`src/verilog/ips_pkg.sv`:
```
package ips_pkg;

    // ************************************************************
    // Timing
    // ************************************************************
    localparam int CLK_PERIOD_NS = 8;
    localparam int BUS_EVT_NS    = 128_000;
    localparam int BUS_EVT_CYC   =
        (BUS_EVT_NS + CLK_PERIOD_NS - 1) / CLK_PERIOD_NS;
    localparam int WAKE_NS       = 1_000;
    localparam logic [7:0] WAKE_CYC =
        8'((WAKE_NS + CLK_PERIOD_NS - 1) / CLK_PERIOD_NS);
    localparam logic [7:0] CALL_CYC = 8'h0A;

    // ************************************************************
    // Register indices (byte address is four times the index)
    // ************************************************************
    localparam logic [7:0] IDX_BUSMODE = 8'h1F;
    localparam logic [7:0] IDX_GIE     = 8'h20;
    localparam logic [7:0] IDX_EPIE    = 8'h21;
    localparam logic [7:0] IDX_CAPCFG  = 8'h44;
    localparam logic [7:0] IDX_PSC     = 8'hFF;

    // ************************************************************
    // Status and control fields
    // ************************************************************
    localparam int PSC_PEND = 7;
    localparam int PSC_WDOG = 6;
    localparam int PSC_BUS  = 5;
    localparam int PSC_LOWV = 4;
    localparam int PSC_SUSP = 3;
    localparam int PSC_GIES = 2;
    localparam int PSC_RUN  = 0;

    // ************************************************************
    // Sources, in priority order, and vectors
    // ************************************************************
    localparam int N_SRC    = 11;
    localparam int SRC_BUS  = 0;
    localparam int SRC_T128 = 1;
    localparam int SRC_T1MS = 2;
    localparam int SRC_EP0  = 3;
    localparam int SRC_EP1  = 4;
    localparam int SRC_EP2  = 5;
    localparam int SRC_SPI  = 6;
    localparam int SRC_CAPA = 7;
    localparam int SRC_CAPB = 8;
    localparam int SRC_GPIO = 9;
    localparam int SRC_WAKE = 10;
    localparam logic [12:0] VEC_RESET = 13'h0000;
    localparam logic [12:0] VEC_BASE  = 13'h0002;

    typedef enum logic [2:0] {
        SEQ_IDLE = 3'b000,
        SEQ_CALL = 3'b001,
        SEQ_SUSP = 3'b010,
        SEQ_WAKE = 3'b011,
        SEQ_HALT = 3'b100
    } ips_seq_t;

    typedef struct packed {
        logic        psel;
        logic        penable;
        logic        pwrite;
        logic [11:0] paddr;
        logic [31:0] pwdata;
    } ips_apb_req_t;

    typedef struct packed {
        logic [31:0] prdata;
        logic        pready;
        logic        pslverr;
    } ips_apb_rsp_t;

    typedef struct packed {
        logic        valid;
        logic [12:0] pc;
        logic        carry;
        logic        zero;
    } ips_push_t;

    typedef struct packed {
        ips_seq_t          state;
        logic [7:0]        cnt;
        logic [N_SRC-1:0]  pend;
        logic [7:0]        gen;
        logic [2:0]        epen;
        logic [3:0]        cen;
        logic              mode;
        logic              gie;
        logic              wdog_f;
        logic              bus_f;
        logic              lowv_f;
        logic              susp;
        logic              run;
        logic [12:0]       vaddr;
        logic              vec_ld;
        logic              restore;
        ips_push_t         push;
        logic [31:0]       rdata;
    } ips_top_st_t;

    localparam ips_top_st_t TOP_RST = '{
        state: SEQ_IDLE, run: 1'b1, lowv_f: 1'b1, vaddr: VEC_RESET,
        default: '0};

    typedef struct packed {
        logic [15:0] cnt;
        logic        fired;
        logic        fire;
    } ips_tmr_st_t;

    localparam ips_tmr_st_t TMR_RST = '{default: '0};

    function automatic logic [3:0] prio_idx(input logic [N_SRC-1:0] req);
        logic [3:0] idx;
        idx = 4'h0;
        for (int i = N_SRC - 1; i >= 0; i--) begin
            if (req[i]) begin
                idx = 4'(i);
            end
        end
        return idx;
    endfunction

    function automatic logic [12:0] vec_addr(input logic [3:0] idx);
        return VEC_BASE + {8'h00, idx, 1'b0};
    endfunction

endpackage

```
`src/verilog/ips_evt_timer.sv`:
```
`timescale 1ns/1ps
module ips_evt_timer #(
    parameter int unsigned CYCLES = 16
) (
    input  wire logic clk,
    input  wire logic srst,
    input  wire logic cond,
    output logic      fire
);
    import ips_pkg::*;

    ips_tmr_st_t s_q;
    ips_tmr_st_t s_d;

    // One pulse per unbroken stretch of CYCLES or more cycles of the condition; a drop rearms it.
    always_comb begin
        s_d = s_q;
        s_d.fire = 1'b0;
        if (!cond) begin
            s_d.cnt = 16'h0000;
            s_d.fired = 1'b0;
        end else if (s_q.cnt != 16'(CYCLES - 1)) begin
            s_d.cnt = s_q.cnt + 16'h0001;
        end else if (!s_q.fired) begin
            s_d.fire = 1'b1;
            s_d.fired = 1'b1;
        end
    end

    always_ff @(posedge clk) begin
        if (srst) begin
            s_q <= TMR_RST;
        end else begin
            s_q <= s_d;
        end
    end

    assign fire = s_q.fire;

endmodule

```
`src/verilog/ips_top.sv`:
```
`timescale 1ns/1ps
module ips_top #(
    parameter int unsigned BUS_EVT_CYCLES = ips_pkg::BUS_EVT_CYC
) (
    input  wire logic                 CLK,
    input  wire logic                 SRST,
    input  wire ips_pkg::ips_apb_req_t APB_REQ,
    output ips_pkg::ips_apb_rsp_t      APB_RSP,
    input  wire logic                 WATCHDOG_RESET_EVENT,
    input  wire logic                 LOW_VOLTAGE_RESET,
    input  wire logic                 BROWN_OUT_RESET,
    input  wire logic                 USB_RESET_COND,
    input  wire logic                 PS2_ACT_COND,
    input  wire logic                 USB_ACTIVITY,
    input  wire logic [7:0]           SRC_EVT,
    input  wire logic [3:0]           CAP_EVT,
    input  wire logic                 INSTR_DONE,
    input  wire logic                 DISABLE_IRQ_INSTRUCTION,
    input  wire logic                 ENABLE_IRQ_INSTRUCTION,
    input  wire logic                 RETURN_FROM_IRQ_INSTRUCTION,
    input  wire logic                 STOP_INSTRUCTION,
    input  wire logic [12:0]          PC,
    input  wire logic                 CARRY_FLAG,
    input  wire logic                 ZERO_FLAG,
    output logic                      CPU_HOLD,
    output logic                      VEC_LOAD,
    output logic [12:0]               VEC_ADDR,
    output ips_pkg::ips_push_t         PUSH,
    output logic                      RESTORE,
    output logic                      GIE,
    output logic                      SUSPENDED,
    output logic                      HALTED
);
    import ips_pkg::*;

    ips_top_st_t      s_q;
    ips_top_st_t      s_d;
    logic [N_SRC-1:0] en;
    logic [N_SRC-1:0] req;
    logic [N_SRC-1:0] set;
    logic [N_SRC-1:0] clr;
    logic [3:0]       win;
    logic             svc;
    logic             wake;
    logic             any_rst;
    logic             bus_fire;
    logic             wr;
    logic             hit;
    logic [7:0]       idx;
    logic [7:0]       psc;

    // ************************************************************
    // Bus event persistence
    // ************************************************************
    ips_evt_timer #(
        .CYCLES (BUS_EVT_CYCLES)
    ) u_bus_tmr (
        .clk  (CLK),
        .srst (SRST),
        .cond (s_q.mode ? PS2_ACT_COND : USB_RESET_COND),
        .fire (bus_fire)
    );

    // ************************************************************
    // Request logic
    // ************************************************************
    always_comb begin
        en = {s_q.gen[7], s_q.gen[6], s_q.gen[5], s_q.gen[4],
              s_q.gen[3], s_q.epen, s_q.gen[2:0]};
        req = s_q.pend & en;
        win = prio_idx(req);
        any_rst = LOW_VOLTAGE_RESET | BROWN_OUT_RESET
                | WATCHDOG_RESET_EVENT;
        // A suspend write goes first; a standing request then wakes it.
        svc = (s_q.state == SEQ_IDLE) && INSTR_DONE && s_q.gie
            && (|req) && !STOP_INSTRUCTION && !any_rst
            && !(wr && idx == IDX_PSC && APB_REQ.pwdata[PSC_SUSP]);
        wake = (|req) || USB_ACTIVITY;
        set = '0;
        set[SRC_BUS]  = bus_fire;
        set[SRC_T128] = SRC_EVT[0];
        set[SRC_T1MS] = SRC_EVT[1];
        set[SRC_EP0]  = SRC_EVT[2];
        set[SRC_EP1]  = SRC_EVT[3];
        set[SRC_EP2]  = SRC_EVT[4];
        set[SRC_SPI]  = SRC_EVT[5];
        set[SRC_CAPA] = |(CAP_EVT[1:0] & s_q.cen[1:0]);
        set[SRC_CAPB] = |(CAP_EVT[3:2] & s_q.cen[3:2]);
        set[SRC_GPIO] = SRC_EVT[6];
        set[SRC_WAKE] = SRC_EVT[7];
        clr = '0;
        if (svc) begin
            clr[win] = 1'b1;
        end
        psc = '0;
        psc[PSC_PEND] = |req;
        psc[PSC_WDOG] = s_q.wdog_f;
        psc[PSC_BUS]  = s_q.bus_f;
        psc[PSC_LOWV] = s_q.lowv_f;
        psc[PSC_SUSP] = s_q.susp;
        psc[PSC_GIES] = s_q.gie;
        psc[PSC_RUN]  = s_q.run;
    end

    // ************************************************************
    // Register access
    // ************************************************************
    always_comb begin
        idx = APB_REQ.paddr[9:2];
        hit = (APB_REQ.paddr[11:10] == 2'b00)
           && (APB_REQ.paddr[1:0] == 2'b00)
           && (idx == IDX_BUSMODE || idx == IDX_GIE || idx == IDX_EPIE
               || idx == IDX_CAPCFG || idx == IDX_PSC);
        wr = APB_REQ.psel && APB_REQ.penable && APB_REQ.pwrite && hit;
    end

    // ************************************************************
    // Next state
    // ************************************************************
    always_comb begin
        s_d = s_q;
        s_d.vec_ld = 1'b0;
        s_d.restore = 1'b0;
        s_d.push.valid = 1'b0;
        s_d.pend = (s_q.pend & ~clr) | set;

        if (DISABLE_IRQ_INSTRUCTION) begin
            s_d.gie = 1'b0;
        end else if (ENABLE_IRQ_INSTRUCTION) begin
            s_d.gie = 1'b1;
        end else if (RETURN_FROM_IRQ_INSTRUCTION) begin
            s_d.gie = 1'b1;
            s_d.restore = 1'b1;
        end

        if (APB_REQ.psel && !APB_REQ.penable && !APB_REQ.pwrite) begin
            s_d.rdata = 32'h0000_0000;
            if (idx == IDX_BUSMODE) begin
                s_d.rdata[0] = s_q.mode;
            end else if (idx == IDX_GIE) begin
                s_d.rdata[7:0] = s_q.gen;
            end else if (idx == IDX_EPIE) begin
                s_d.rdata[2:0] = s_q.epen;
            end else if (idx == IDX_CAPCFG) begin
                s_d.rdata[3:0] = s_q.cen;
            end else if (idx == IDX_PSC) begin
                s_d.rdata[7:0] = psc;
            end
        end

        if (wr) begin
            if (idx == IDX_BUSMODE) begin
                s_d.mode = APB_REQ.pwdata[0];
            end else if (idx == IDX_GIE) begin
                s_d.gen = APB_REQ.pwdata[7:0];
            end else if (idx == IDX_EPIE) begin
                s_d.epen = APB_REQ.pwdata[2:0];
            end else if (idx == IDX_CAPCFG) begin
                s_d.cen = APB_REQ.pwdata[3:0];
            end else if (idx == IDX_PSC) begin
                // Bit 2 is the global flag's mirror; writes leave it.
                s_d.wdog_f = APB_REQ.pwdata[PSC_WDOG];
                s_d.bus_f = APB_REQ.pwdata[PSC_BUS];
                s_d.lowv_f = APB_REQ.pwdata[PSC_LOWV];
                s_d.run = APB_REQ.pwdata[PSC_RUN];
                if (APB_REQ.pwdata[PSC_SUSP] &&
                    s_q.state == SEQ_IDLE) begin
                    s_d.susp = 1'b1;
                    s_d.state = SEQ_SUSP;
                end
            end
        end
        // Hardware set wins over a firmware clear in the same cycle.
        if (bus_fire) begin
            s_d.bus_f = 1'b1;
        end

        case (s_q.state)
            SEQ_IDLE: begin
                if (svc) begin
                    s_d.gie = 1'b0;
                    s_d.state = SEQ_CALL;
                    s_d.cnt = CALL_CYC - 8'h01;
                    s_d.vaddr = vec_addr(win);
                    s_d.push.valid = 1'b1;
                    s_d.push.pc = PC;
                    s_d.push.carry = CARRY_FLAG;
                    s_d.push.zero = ZERO_FLAG;
                end else if (STOP_INSTRUCTION) begin
                    s_d.run = 1'b0;
                    s_d.state = SEQ_HALT;
                end
            end
            SEQ_CALL: begin
                if (s_q.cnt == 8'h00) begin
                    s_d.state = SEQ_IDLE;
                    s_d.vec_ld = 1'b1;
                end else begin
                    s_d.cnt = s_q.cnt - 8'h01;
                end
            end
            SEQ_SUSP: begin
                // Entered at least one cycle even if wake stands ready.
                if (wake) begin
                    s_d.state = SEQ_WAKE;
                    s_d.cnt = WAKE_CYC - 8'h01;
                end
            end
            SEQ_WAKE: begin
                if (s_q.cnt == 8'h00) begin
                    s_d.state = SEQ_IDLE;
                    s_d.susp = 1'b0;
                end else begin
                    s_d.cnt = s_q.cnt - 8'h01;
                end
            end
            SEQ_HALT: begin
                s_d.state = SEQ_HALT;
            end
            default: begin
                s_d.state = SEQ_IDLE;
            end
        endcase

        // Low voltage first so that a coincident watchdog lands on top.
        if (LOW_VOLTAGE_RESET || BROWN_OUT_RESET) begin
            s_d = TOP_RST;
            s_d.bus_f = bus_fire;
        end
        if (WATCHDOG_RESET_EVENT) begin
            s_d.state = SEQ_IDLE;
            s_d.pend = '0;
            s_d.gen = '0;
            s_d.epen = '0;
            s_d.cen = '0;
            s_d.gie = 1'b0;
            s_d.wdog_f = 1'b1;
            s_d.bus_f = 1'b0;
            s_d.susp = 1'b0;
            s_d.run = 1'b1;
            s_d.vaddr = VEC_RESET;
            s_d.push.valid = 1'b0;
            s_d.vec_ld = 1'b0;
            s_d.restore = 1'b0;
        end
    end

    always_ff @(posedge CLK) begin
        if (SRST) begin
            s_q <= TOP_RST;
        end else begin
            s_q <= s_d;
        end
    end

    // ************************************************************
    // Outputs
    // ************************************************************
    assign APB_RSP.prdata = s_q.rdata;
    assign APB_RSP.pready = APB_REQ.penable;
    assign APB_RSP.pslverr = APB_REQ.psel && APB_REQ.penable && !hit;
    assign CPU_HOLD = (s_q.state != SEQ_IDLE);
    assign VEC_LOAD = s_q.vec_ld;
    assign VEC_ADDR = s_q.vaddr;
    assign PUSH = s_q.push;
    assign RESTORE = s_q.restore;
    assign GIE = s_q.gie;
    assign SUSPENDED = s_q.susp;
    assign HALTED = (s_q.state == SEQ_HALT);
endmodule

```
`config.mk`:
```
export PLATFORM = sky130hd
export DESIGN_NAME = ips_top
export DESIGN_NICKNAME = d
export VERILOG_FILES = /design/src/verilog/ips_pkg.sv /design/src/verilog/ips_evt_timer.sv /design/src/verilog/ips_top.sv
export SDC_FILE = /design/constraint.sdc
export NUM_CORES = 1
export LEC_CHECK = 0
export BUFFER_PORTS_ARGS = -buffer_cell sky130_fd_sc_hd__buf_2
export CAP_MARGIN = 40
export CORE_MARGIN = 2
export CORE_UTILIZATION = 48
export CTS_BUF_LIST = sky130_fd_sc_hd__clkbuf_8
export DETAILED_ROUTE_END_ITERATION = 16
export GPL_ROUTABILITY_DRIVEN = 0
export PLACE_DENSITY = 0.79
export SETUP_SLACK_MARGIN = 0.3
export SLEW_MARGIN = 20
export SYNTH_ARGS = -nofsm -noshare
export SYNTH_HDL_FRONTEND = slang
export SYNTH_HIERARCHICAL = 1
export SYNTH_SLANG_ARGS = --single-unit
```
`constraint.sdc`:
```
create_clock -name CLK -period 2 [get_ports CLK]
set_input_delay 0.1 -clock CLK [delete_from_list [all_inputs] [get_ports CLK]]
set_output_delay 0.1 -clock CLK [all_outputs]
set_load 0.005 [all_outputs]
```
==> flow_summary.toml, run 1 <==
[worst_hold_path]
hold_class = "in2reg"
hp-start = "RETURN_FROM_IRQ_INSTRUCTION"

[timing]
hold_viol_final = 0
hold_ws_ns = 0.00721
drv_slew = 0
worst_pin_slew_ns = 0.515
fmax_mhz = 528
setup_viol = 0
slew_headroom = 0.655
timing.final.crit_share = 0.947
fin_skew_ns = 0.0198
rsz0062_at_grt = "true"
setup_tns_ns = 0
fin_crit_ns = 1.89
setup_slack_ns = 0.106

[worst_setup_path]
worstSetupStartpointType = "register"
cp_max_fo = 5
r2r-end = "s_q[101]$_SDFFE_PP0P_"
crit_path_cell_trace = "a222oi_1 -> buf_4 -> nand4b_1 -> o21a_2 -> buf_6 -> o21ai_4 -> a211oi_1"
critPathKind = "reg2reg"
crit_arrival_ns = 2.15
worstReg2RegStart = "en[8]$_SDFFE_PP0P_"
path_depth = 7
crit_family = "compound AO/OA/AOI/OAI gates"
slowest_stage = "a222oi_1"
crit_end = "s_q[101]$_SDFFE_PP0P_"
startpoint = "en[8]$_SDFFE_PP0P_"
cp_slowest_stage_delay_ns = 0.42
crit_path_end_kind = "register"
crit_buf_inv = 2
r2r_cells = 7
required_ns = 2.25
ff2ff_setup_slack_ns = 0.11

[route]
dr.pass1.iters = 7
postRouteAntennaNets = 0
via_per_inst = 5.87
num_vias = 5168
drtIter0Drc = 548
route.detailed.drc = 0
wirelength_um = 15400
wire_per_inst_um = 17.5

[die]
die_y_um = 106
initial_core_util = 0.486
rows = 37
fp.dieW_um = 106
design.die.area_um2 = 11100
ios = 156
coreArea_um2 = 10200

[run_status]
status = "completed"

[power]
leakagePower_nw = 2.55
powerDensity_nw_per_um2 = 503
peakVddDrop_v = 0.000324

[clock_tree]
clock_latency_ns = 0.37
cts_tree = "yes"
clockBufferDepth = 2
cts-buffers-inserted = 9
h-tree-depth = 3
clock_sinks = 93
root_buffer = "clkbuf_8"
clkSlewWorstSetupHoldPaths_ns = 0.09

[logic_synthesis]
synthTopCellsByArea = "dfxtp_1 (38%), buf_4 (9.6%), mux2i_1 (4.2%), nor2_1 (4.2%), a21oi_1 (3.8%)"
synth_top_area_frac = 0.376
synth_cell_types = 65
syn_area_per_cell_um2 = 8.42
async_flop_share = 0
syn_inst = 588
synth_top_flop_cell = "dfxtp_1"
syn-cell-area_um2 = 4950
synth_edf_count = 0
ys_seq_area_frac = 0.376
ys_warn_count = 6
ys_seq_elements = 93
netlist.top_cell.by_area = "dfxtp_1"

[global_routing]
antenna_found_initial = 0
grt_usage = 0.250
first_global_vias = 4750
grt_max_degree = 29
grt_overflow = 0
grt_pass1_wl_um = 22500

[place]
place_ws_ns = -0.00832
dpl.hpwl_um = 9480
io_buffers = 99

[cells_and_area]
regArea_um2 = 1890
syn_to_final_growth_pct = 32.6
fill_cells = 782
final_nets = 832
fin_util = 0.644
layout-drive-gt1-share = 0.364
diodes = 0
multi_input_area_um2 = 2890

[job]
cap_viol_max_count = 0
per-stage QoR:
stage / total power [mW] / cell area [um2] / cells
final: 3.30 / 6560 / 880
after global routing: 3.42 / 6560 / 880
after CTS: 3.29 / 6240 / 864
after detailed placement: 2.11 / 5510 / 802
after global placement: 2.11 / 5510 / 802
after floorplan: 2.05 / 5200 / 619
per-layer routing:
metal  routed length [um]  part of all wire  GRT usage  up-vias
li1                     -                 -          -     2349
met1                 5600              0.36      0.289     2430
met2                 7770              0.50      0.442      307
met3                 1170             0.076     0.0464       82
met4                  867             0.056      0.122        0
met5                    0                 0          0        -
synth_stat cells (3+ instances only):
master	n
nand4_1	10
a31oi_1	10
nand3_1	26
clkbuf_1	20
nor2b_1	3
o21ai_0	36
and3_1	5
a31o_2	5
a211oi_1	20
nor3b_1	3
a22oi_1	12
or4_1	3
mux2i_1	21
a21oi_1	38
nor4_1	3
buf_4	63
o211ai_1	5
mux2_2	3
xnor2_1	5
nor2_1	56
dfxtp_1	93
o21a_1	3
xor2_1	4
and2_1	6
a22o_1	3
and4_1	5
inv_1	23
nand2_1	41
nor3_1	10
ha_1	6
a41oi_1	4
worst min-delay path by stage:
stage,cells after the start,end,slack (ns)
detailed placement,2,GIE$_SDFF_PP0_,0.29
CTS,2,RESTORE$_SDFF_PP0_,0.002
global placement,2,RESTORE$_SDFF_PP0_,0.28
floorplan,1,psc[6]$_SDFFE_PP0P_,0.17
global route,2,RESTORE$_SDFF_PP0_,-0.003
finish,2,RESTORE$_SDFF_PP0_,0.007
worst register-to-register path, cell delays in order, from the launching register on:
cell,delay [ns]
dfxtp_4,0.36
a222oi_1,0.42
buf_4,0.21
nand4b_1,0.15
o21a_2,0.30
buf_6,0.14
o21ai_4,0.08
a211oi_1,0.11
what timing repair did:
action,4_1_cts,5_1_grt
hold buffers,30,0
cloned,1,3
endpoints found under the hold margin,30,0
endpoints found under the setup margin,40,48
gates resized for setup,30,57
pin swaps,11,28
buffers inserted,15,13
registers in the layout, indices dropped and copies added (netlist names):
signal / flops
APB_RSP: 8
GIE: 1
PUSH: 16
RESTORE: 1
SUSPENDED: 1
VEC_ADDR: 5
VEC_LOAD: 1
en: 11
psc: 4
s_q: 27
u_bus_tmr/fire: 1
u_bus_tmr/s_q: 17
power by group:
group	switching [mW]	total (mW)	internal (mW)
registers	0.0100	1.86	1.85
clock network	0.690	1.17	0.482
logic	0.136	0.264	0.128
area by class of cell:
cell class | count | area share
clock buffer | 10 | 0.0210
multi-input combinational | 419 | 0.440
tap | 136 | 0.0259
clock inverter | 6 | 0.00572
timing repair buffer | 192 | 0.204
sequential | 93 | 0.289
inverter | 24 | 0.0145
cells in the final DEF, fill, tap and decap left out, types with 21 or more instances in the layout:
master / instances
nand3_1: 24
nand2_1: 36
conb_1: 32
a21oi_1: 34
dfxtp_1: 75
dlygate4sd3_1: 30
inv_1: 21
nor2_1: 55
buf_4: 55
mux2i_1: 21
buf_2: 99
logic make-up (layout without fill, tap and decap cells):
| group | count (synthesis) | in the layout | synth area share |
|---|---|---|---|
| simple gates | 189 | 192 | 0.198 |
| buf+inv | 110 | 232 | 0.134 |
| xor+xnor | 9 | 9 | 0.0159 |
| mux | 24 | 24 | 0.0493 |
| fa+ha+maj | 6 | 6 | 0.0152 |
| flops | 93 | 93 | 0.376 |
| other cells | 1 | 32 | 0.000757 |
| compound gates | 156 | 156 | 0.210 |
No activity file was read; power rests on OpenSTA's default activity.
==> inputs of run 2 (changes only) <==
CORE_UTILIZATION = 47   (was 48)
CTS_BUF_LIST = unset   (was sky130_fd_sc_hd__clkbuf_8)
PLACE_DENSITY = 0.77   (was 0.79)
==> run 2 against run 1 <==
Sequential share of layout area is 0.44 points higher; worst hold slack improved by 0.014 ns; register-to-register slack improved by 0.12 ns; critical endpoint is now s_q[99]$_SDFFE_PP0P_; highest routed layer unchanged; non-clock buffer count decreased by 8; flip-flop and latch count stayed put; sequential power about the same; largest cell class unchanged; cell area fell by 0.99%; clock power is 9% higher; total power up 3.0%; count of clock-buffer cells in the layout increased by 2; die area increased by 2.0%.
==> flow_summary.toml, run 2 (synthesis results as in run 1) <==
[run_status]
status = "completed"

[worst_setup_path]
crit_buf_inv = 1
crit_path_cell_trace = "a222oi_1 -> buf_4 -> nand4b_1 -> o21a_2 -> o21a_1 -> o211a_1"
worstReg2RegStart = "en[8]$_SDFFE_PP0P_"
critPathKind = "reg2reg"
cp_slowest_stage_delay_ns = 0.37
crit_family = "compound AO/OA/AOI/OAI gates"
r2r-end = "s_q[99]$_SDFFE_PP0P_"
ff2ff_setup_slack_ns = 0.23
crit_path_end_kind = "register"
worstSetupStartpointType = "register"
cp_max_fo = 5
slowest_stage = "dfxtp_4"
crit_arrival_ns = 2.03
required_ns = 2.26
r2r_cells = 6

[timing]
hold_viol_final = 0
fin_crit_ns = 1.77
fmax_mhz = 564
setup_viol = 0
timing.final.crit_share = 0.887
drv_slew = 0
setup_slack_ns = 0.227
fin_skew_ns = 0.0168
rsz0062_at_grt = "true"
hold_ws_ns = 0.0211

[route]
via_per_inst = 5.79
postRouteAntennaNets = 0
wire_per_inst_um = 17.0
dr.pass1.iters = 7
route.detailed.drc = 0
drtIter0Drc = 449
wirelength_um = 14800
num_vias = 5040

[power]
combPwrFrac = 0.077
leakagePower_nw = 2.53
peakVddDrop_v = 0.000363
power_mw = 3.40
powerDensity_nw_per_um2 = 523
swShare = 0.249
internal_power_mw = 2.55
clockPowerShare = 0.375
power_frac_seq = 0.548
power_switching_mw = 0.847

[cells_and_area]
diodes = 0
final_common_cell = "buf_2"
mostFrequentLayoutCells = "buf_2 (99), dfxtp_1 (71), nor2_1 (54)"
final_nets = 822
fill_cells = 854
top_register = "s_q"
largest_reg_flops = 27
layout-drive-gt1-share = 0.362
syn_to_final_growth_pct = 31.3
fin_util = 0.632

[worst_hold_path]
hp-start = "APB_REQ[1]"
min_to = "s_q[71]$_SDFFE_PP0P_"
hold_class = "in2reg"
min_path_cells = 3

[global_routing]
grt_pass1_wl_um = 22000
grt_overflow = 0
antenna_found_initial = 0
first_global_vias = 4725
grt_max_degree = 28
grt_usage = 0.239

[place]
dpl.hpwl_um = 9520
io_buffers = 99
place_ws_ns = -0.00329

[job]
cap_viol_max_count = 0

[clock_tree]
cts_tree = "yes"
cts-buffers-inserted = 9
clock_latency_ns = 0.37
root_buffer = "clkbuf_8"
clkSlewWorstSetupHoldPaths_ns = 0.10
h-tree-depth = 3
clock_sinks = 93
clockBufferDepth = 2

[die]
design.die.area_um2 = 11400
fp.dieW_um = 107
coreArea_um2 = 10300
die_y_um = 107
ios = 156
rows = 37
initial_core_util = 0.482
[run 2: cell count changes in the layout (fill, tap and decap cells not counted), moves of 2 or more]
cell / delta
o21ai_1: -2
buf_6: -2
buf_4: -5
dfxtp_2: +2
dfxtp_4: +2
clkinvlp_4: -2
and2_2: -2
clkinv_2: -2
dfxtp_1: -4
clkbuf_8: +2
a2111oi_2: +2
[run 2: how the worst max path moves through the flow]
stage | start | to | slack, ns | cells after the start
floorplan | APB_REQ[43] | en[0]$_SDFFE_PP0P_ | 0.06 | 5
global placement | APB_REQ[43] | en[1]$_SDFFE_PP0P_ | 0.08 | 7
detailed placement | APB_REQ[43] | en[7]$_SDFFE_PP0P_ | -0.003 | 7
CTS | en[8]$_SDFFE_PP0P_ | s_q[99]$_SDFFE_PP0P_ | 0.29 | 6
global route | en[8]$_SDFFE_PP0P_ | s_q[99]$_SDFFE_PP0P_ | 0.19 | 6
finish | en[8]$_SDFFE_PP0P_ | s_q[99]$_SDFFE_PP0P_ | 0.23 | 6
[run 2: power groups by stage]
stage	Clock (mW)	Combinational [mW]	Sequential (mW)
CTS	1.29	0.250	1.87
floorplan	0	0.140	1.91
finish	1.28	0.262	1.86
detailed placement	0	0.201	1.91
global route	1.36	0.287	1.86
global placement	0	0.196	1.91
[run 2: per-layer routing]
metal	vias to the layer above	share of wire	wire length (um)	global-route usage
met5	-	0	0	0
met4	0	0.040	597	0.101
met3	70	0.061	897	0.0353
met2	276	0.52	7700	0.441
met1	2373	0.38	5560	0.275
li1	2321	-	-	-
[run 2: timing repair]
item / in CTS / in global routing
gates resized for setup: 38 / 52
buffers inserted: 11 / 9
hold buffers: 30 / 0
endpoints found under the hold margin: 29 / 0
gates cloned: 0 / 1
pin swaps: 3 / 30
endpoints found under the setup margin: 43 / 45
[run 2: worst min-delay path: stages]
cell     delay [ns]
buf_2          0.11
mux2i_1        0.07
nor2_1         0.07
[run 2: final cells by class]
cell class                      instances  area (um2)  area share
Sequential cell                        93        1900       0.293
Timing Repair Buffer                  184        1250       0.193
Clock inverter                          4        37.5     0.00578
Tap cell                              136         170      0.0262
Inverter                               24        95.1      0.0146
Multi-Input combinational cell        417        2870       0.442
Clock buffer                           12         165      0.0254
[run 2: metrics by stage]
stage          cells   TNS, ns  area (um2)
5_1_grt          870         0        6500
6_report         870         0        6500
3_3_place_gp     803         0        5530
3_5_place_dp     803  -0.00329        5530
2_1_floorplan    619         0        5200
4_1_cts          860         0        6240
==> inputs of run 3 (changes only) <==
CORE_MARGIN = unset   (was 2)
==> run 3 against run 2 <==
Cell area is 2.2% higher; largest power group unchanged; critical path depth is 1 higher; clock power is 6% lower; non-clock buffer count is 6 higher; maximum frequency is 4.3% lower; final cell count is 0.80% higher; flip-flop and latch count stayed put; setup slack worse by 0.080 ns.
==> flow_summary.toml, run 3 (synthesis results as in run 1) <==
[die]
rows = 37
ios = 156
die_y_um = 105
fp.dieW_um = 105
initial_core_util = 0.482
design.die.area_um2 = 10900
coreArea_um2 = 10300

[timing]
hold_viol_final = 0
hold_ws_ns = 0.0202
fin_skew_ns = 0.0199
timing.final.crit_share = 0.927
drv_slew = 0
fmax_mhz = 540
slew_headroom = 0.620
setup_viol = 0
worst_pin_slew_ns = 0.568
setup_tns_ns = 0
rsz0062_at_grt = "true"
fin_crit_ns = 1.85

[clock_tree]
cts_tree = "yes"
clock_sinks = 93
clock_latency_ns = 0.38
clockBufferDepth = 2
root_buffer = "clkbuf_8"
clkSlewWorstSetupHoldPaths_ns = 0.11
cts-buffers-inserted = 9
h-tree-depth = 3

[route]
drtIter0Drc = 417
wirelength_um = 14400
postRouteAntennaNets = 0
num_vias = 4979
wire_per_inst_um = 16.5
route.detailed.drc = 0
dr.pass1.iters = 6
via_per_inst = 5.68

[place]
dpl.hpwl_um = 9070
io_buffers = 99
place_inst = 799

[cells_and_area]
fin_util = 0.646
mostFrequentLayoutCells = "buf_2 (99), dfxtp_1 (75), nor2_1 (55)"
top_register = "s_q"
syn_to_final_growth_pct = 34.1
layout-drive-gt1-share = 0.368
final_cells = 877
final_nets = 829
largest_reg_flops = 27
diodes = 0
final_common_cell = "buf_2"

[worst_setup_path]
slowest_stage = "dfxtp_4"
crit_path_end_kind = "register"
required_ns = 2.32
critPathKind = "reg2reg"
crit_family = "compound AO/OA/AOI/OAI gates"
crit_path_cell_trace = "a222oi_1 -> buf_4 -> nand4b_1 -> o21a_2 -> buf_6 -> a31o_4 -> a21oi_2"
cp_max_fo = 5
crit_buf_inv = 2
crit_arrival_ns = 2.17
worstSetupStartpointType = "register"
cp_slowest_stage_delay_ns = 0.37

[global_routing]
grt_overflow = 0
first_global_vias = 4698
antenna_found_initial = 0
grt_pass1_wl_um = 21500
grt_max_degree = 31
grt_usage = 0.241

[power]
peakVddDrop_v = 0.000320
swShare = 0.255
leakagePower_nw = 2.55
powerDensity_nw_per_um2 = 503
power_mw = 3.34
power_switching_mw = 0.851
clockPowerShare = 0.360
combPwrFrac = 0.082
internal_power_mw = 2.49
power_frac_seq = 0.558

[run_status]
status = "completed"

[job]
cap_viol_max_count = 0

[worst_hold_path]
hold_class = "in2reg"
## run 3: changes by cell type in the layout (fill, tap and decap cells not counted), moves of 3 or more
cell / previous run / this run
dfxtp_2: 16 / 13
nand3_2: 1 / 7
nand3_1: 25 / 18
dfxtp_1: 71 / 75
## run 3: path summary, 6_finish.rpt
kind	slack (ns)	end	start	cells after the start
max reg2reg	0.15	s_q[96]$_SDFFE_PP0P_	en[8]$_SDFFE_PP0P_	7
min reg2reg	0.43	u_bus_tmr/fire$_SDFF_PP0_	u_bus_tmr/s_q[1]$_SDFFE_PP0N_	1
max	0.15	s_q[96]$_SDFFE_PP0P_	en[8]$_SDFFE_PP0P_	7
min	0.02	s_q[106]$_SDFF_PP0_	STOP_INSTRUCTION	3
## run 3: repair_timing
| item | CTS | global route |
|---|---|---|
| endpoints found under the setup margin | 43 | 46 |
| pin swaps | 9 | 26 |
| hold buffers | 31 | 1 |
| gates cloned | 0 | 5 |
| hold endpoints to repair | 31 | 1 |
| resized for setup | 27 | 68 |
| setup buffers | 10 | 15 |
## run 3: power groups by stage
stage	clock network [mW]	logic (mW)	registers (mW)
2_1_floorplan	0	0.140	1.91
3_3_place_gp	0	0.197	1.91
3_5_place_dp	0	0.203	1.91
4_1_cts	1.21	0.252	1.87
5_1_grt	1.30	0.297	1.86
6_report	1.20	0.273	1.86
## run 3: cell type report
class | instances | area (um2)
flip-flops and latches | 93 | 1900
fillers | 801 | 3640
multi-input cells | 418 | 2950
clock buffers | 11 | 141
well taps | 136 | 170
repair buffers | 190 | 1340
inverters | 24 | 95.1
clock inverters | 5 | 43.8
## run 3: per-layer routing
layer	routed length, um	up-vias	global-route usage
met4	488	0	0.115
met1	5690	2334	0.264
met2	7330	247	0.441
met3	924	57	0.0524
met5	0	-	0
li1	-	2341	-
## run 3: worst min-delay path: cells and delay by family
family	cells	cell delay, ns
buffers and inverters	1	0.11
AO/OA/AOI/OAI	1	0.08
AND/OR/NAND/NOR	1	0.08
## run 3: metrics by stage
step	instance area, um2	setup WS [ns]
global placement	5500	0.0767
global route	6640	0.104
floorplan	5200	0.0647
finish	6640	0.147
detailed placement	5500	0.0518
CTS	6150	0.251
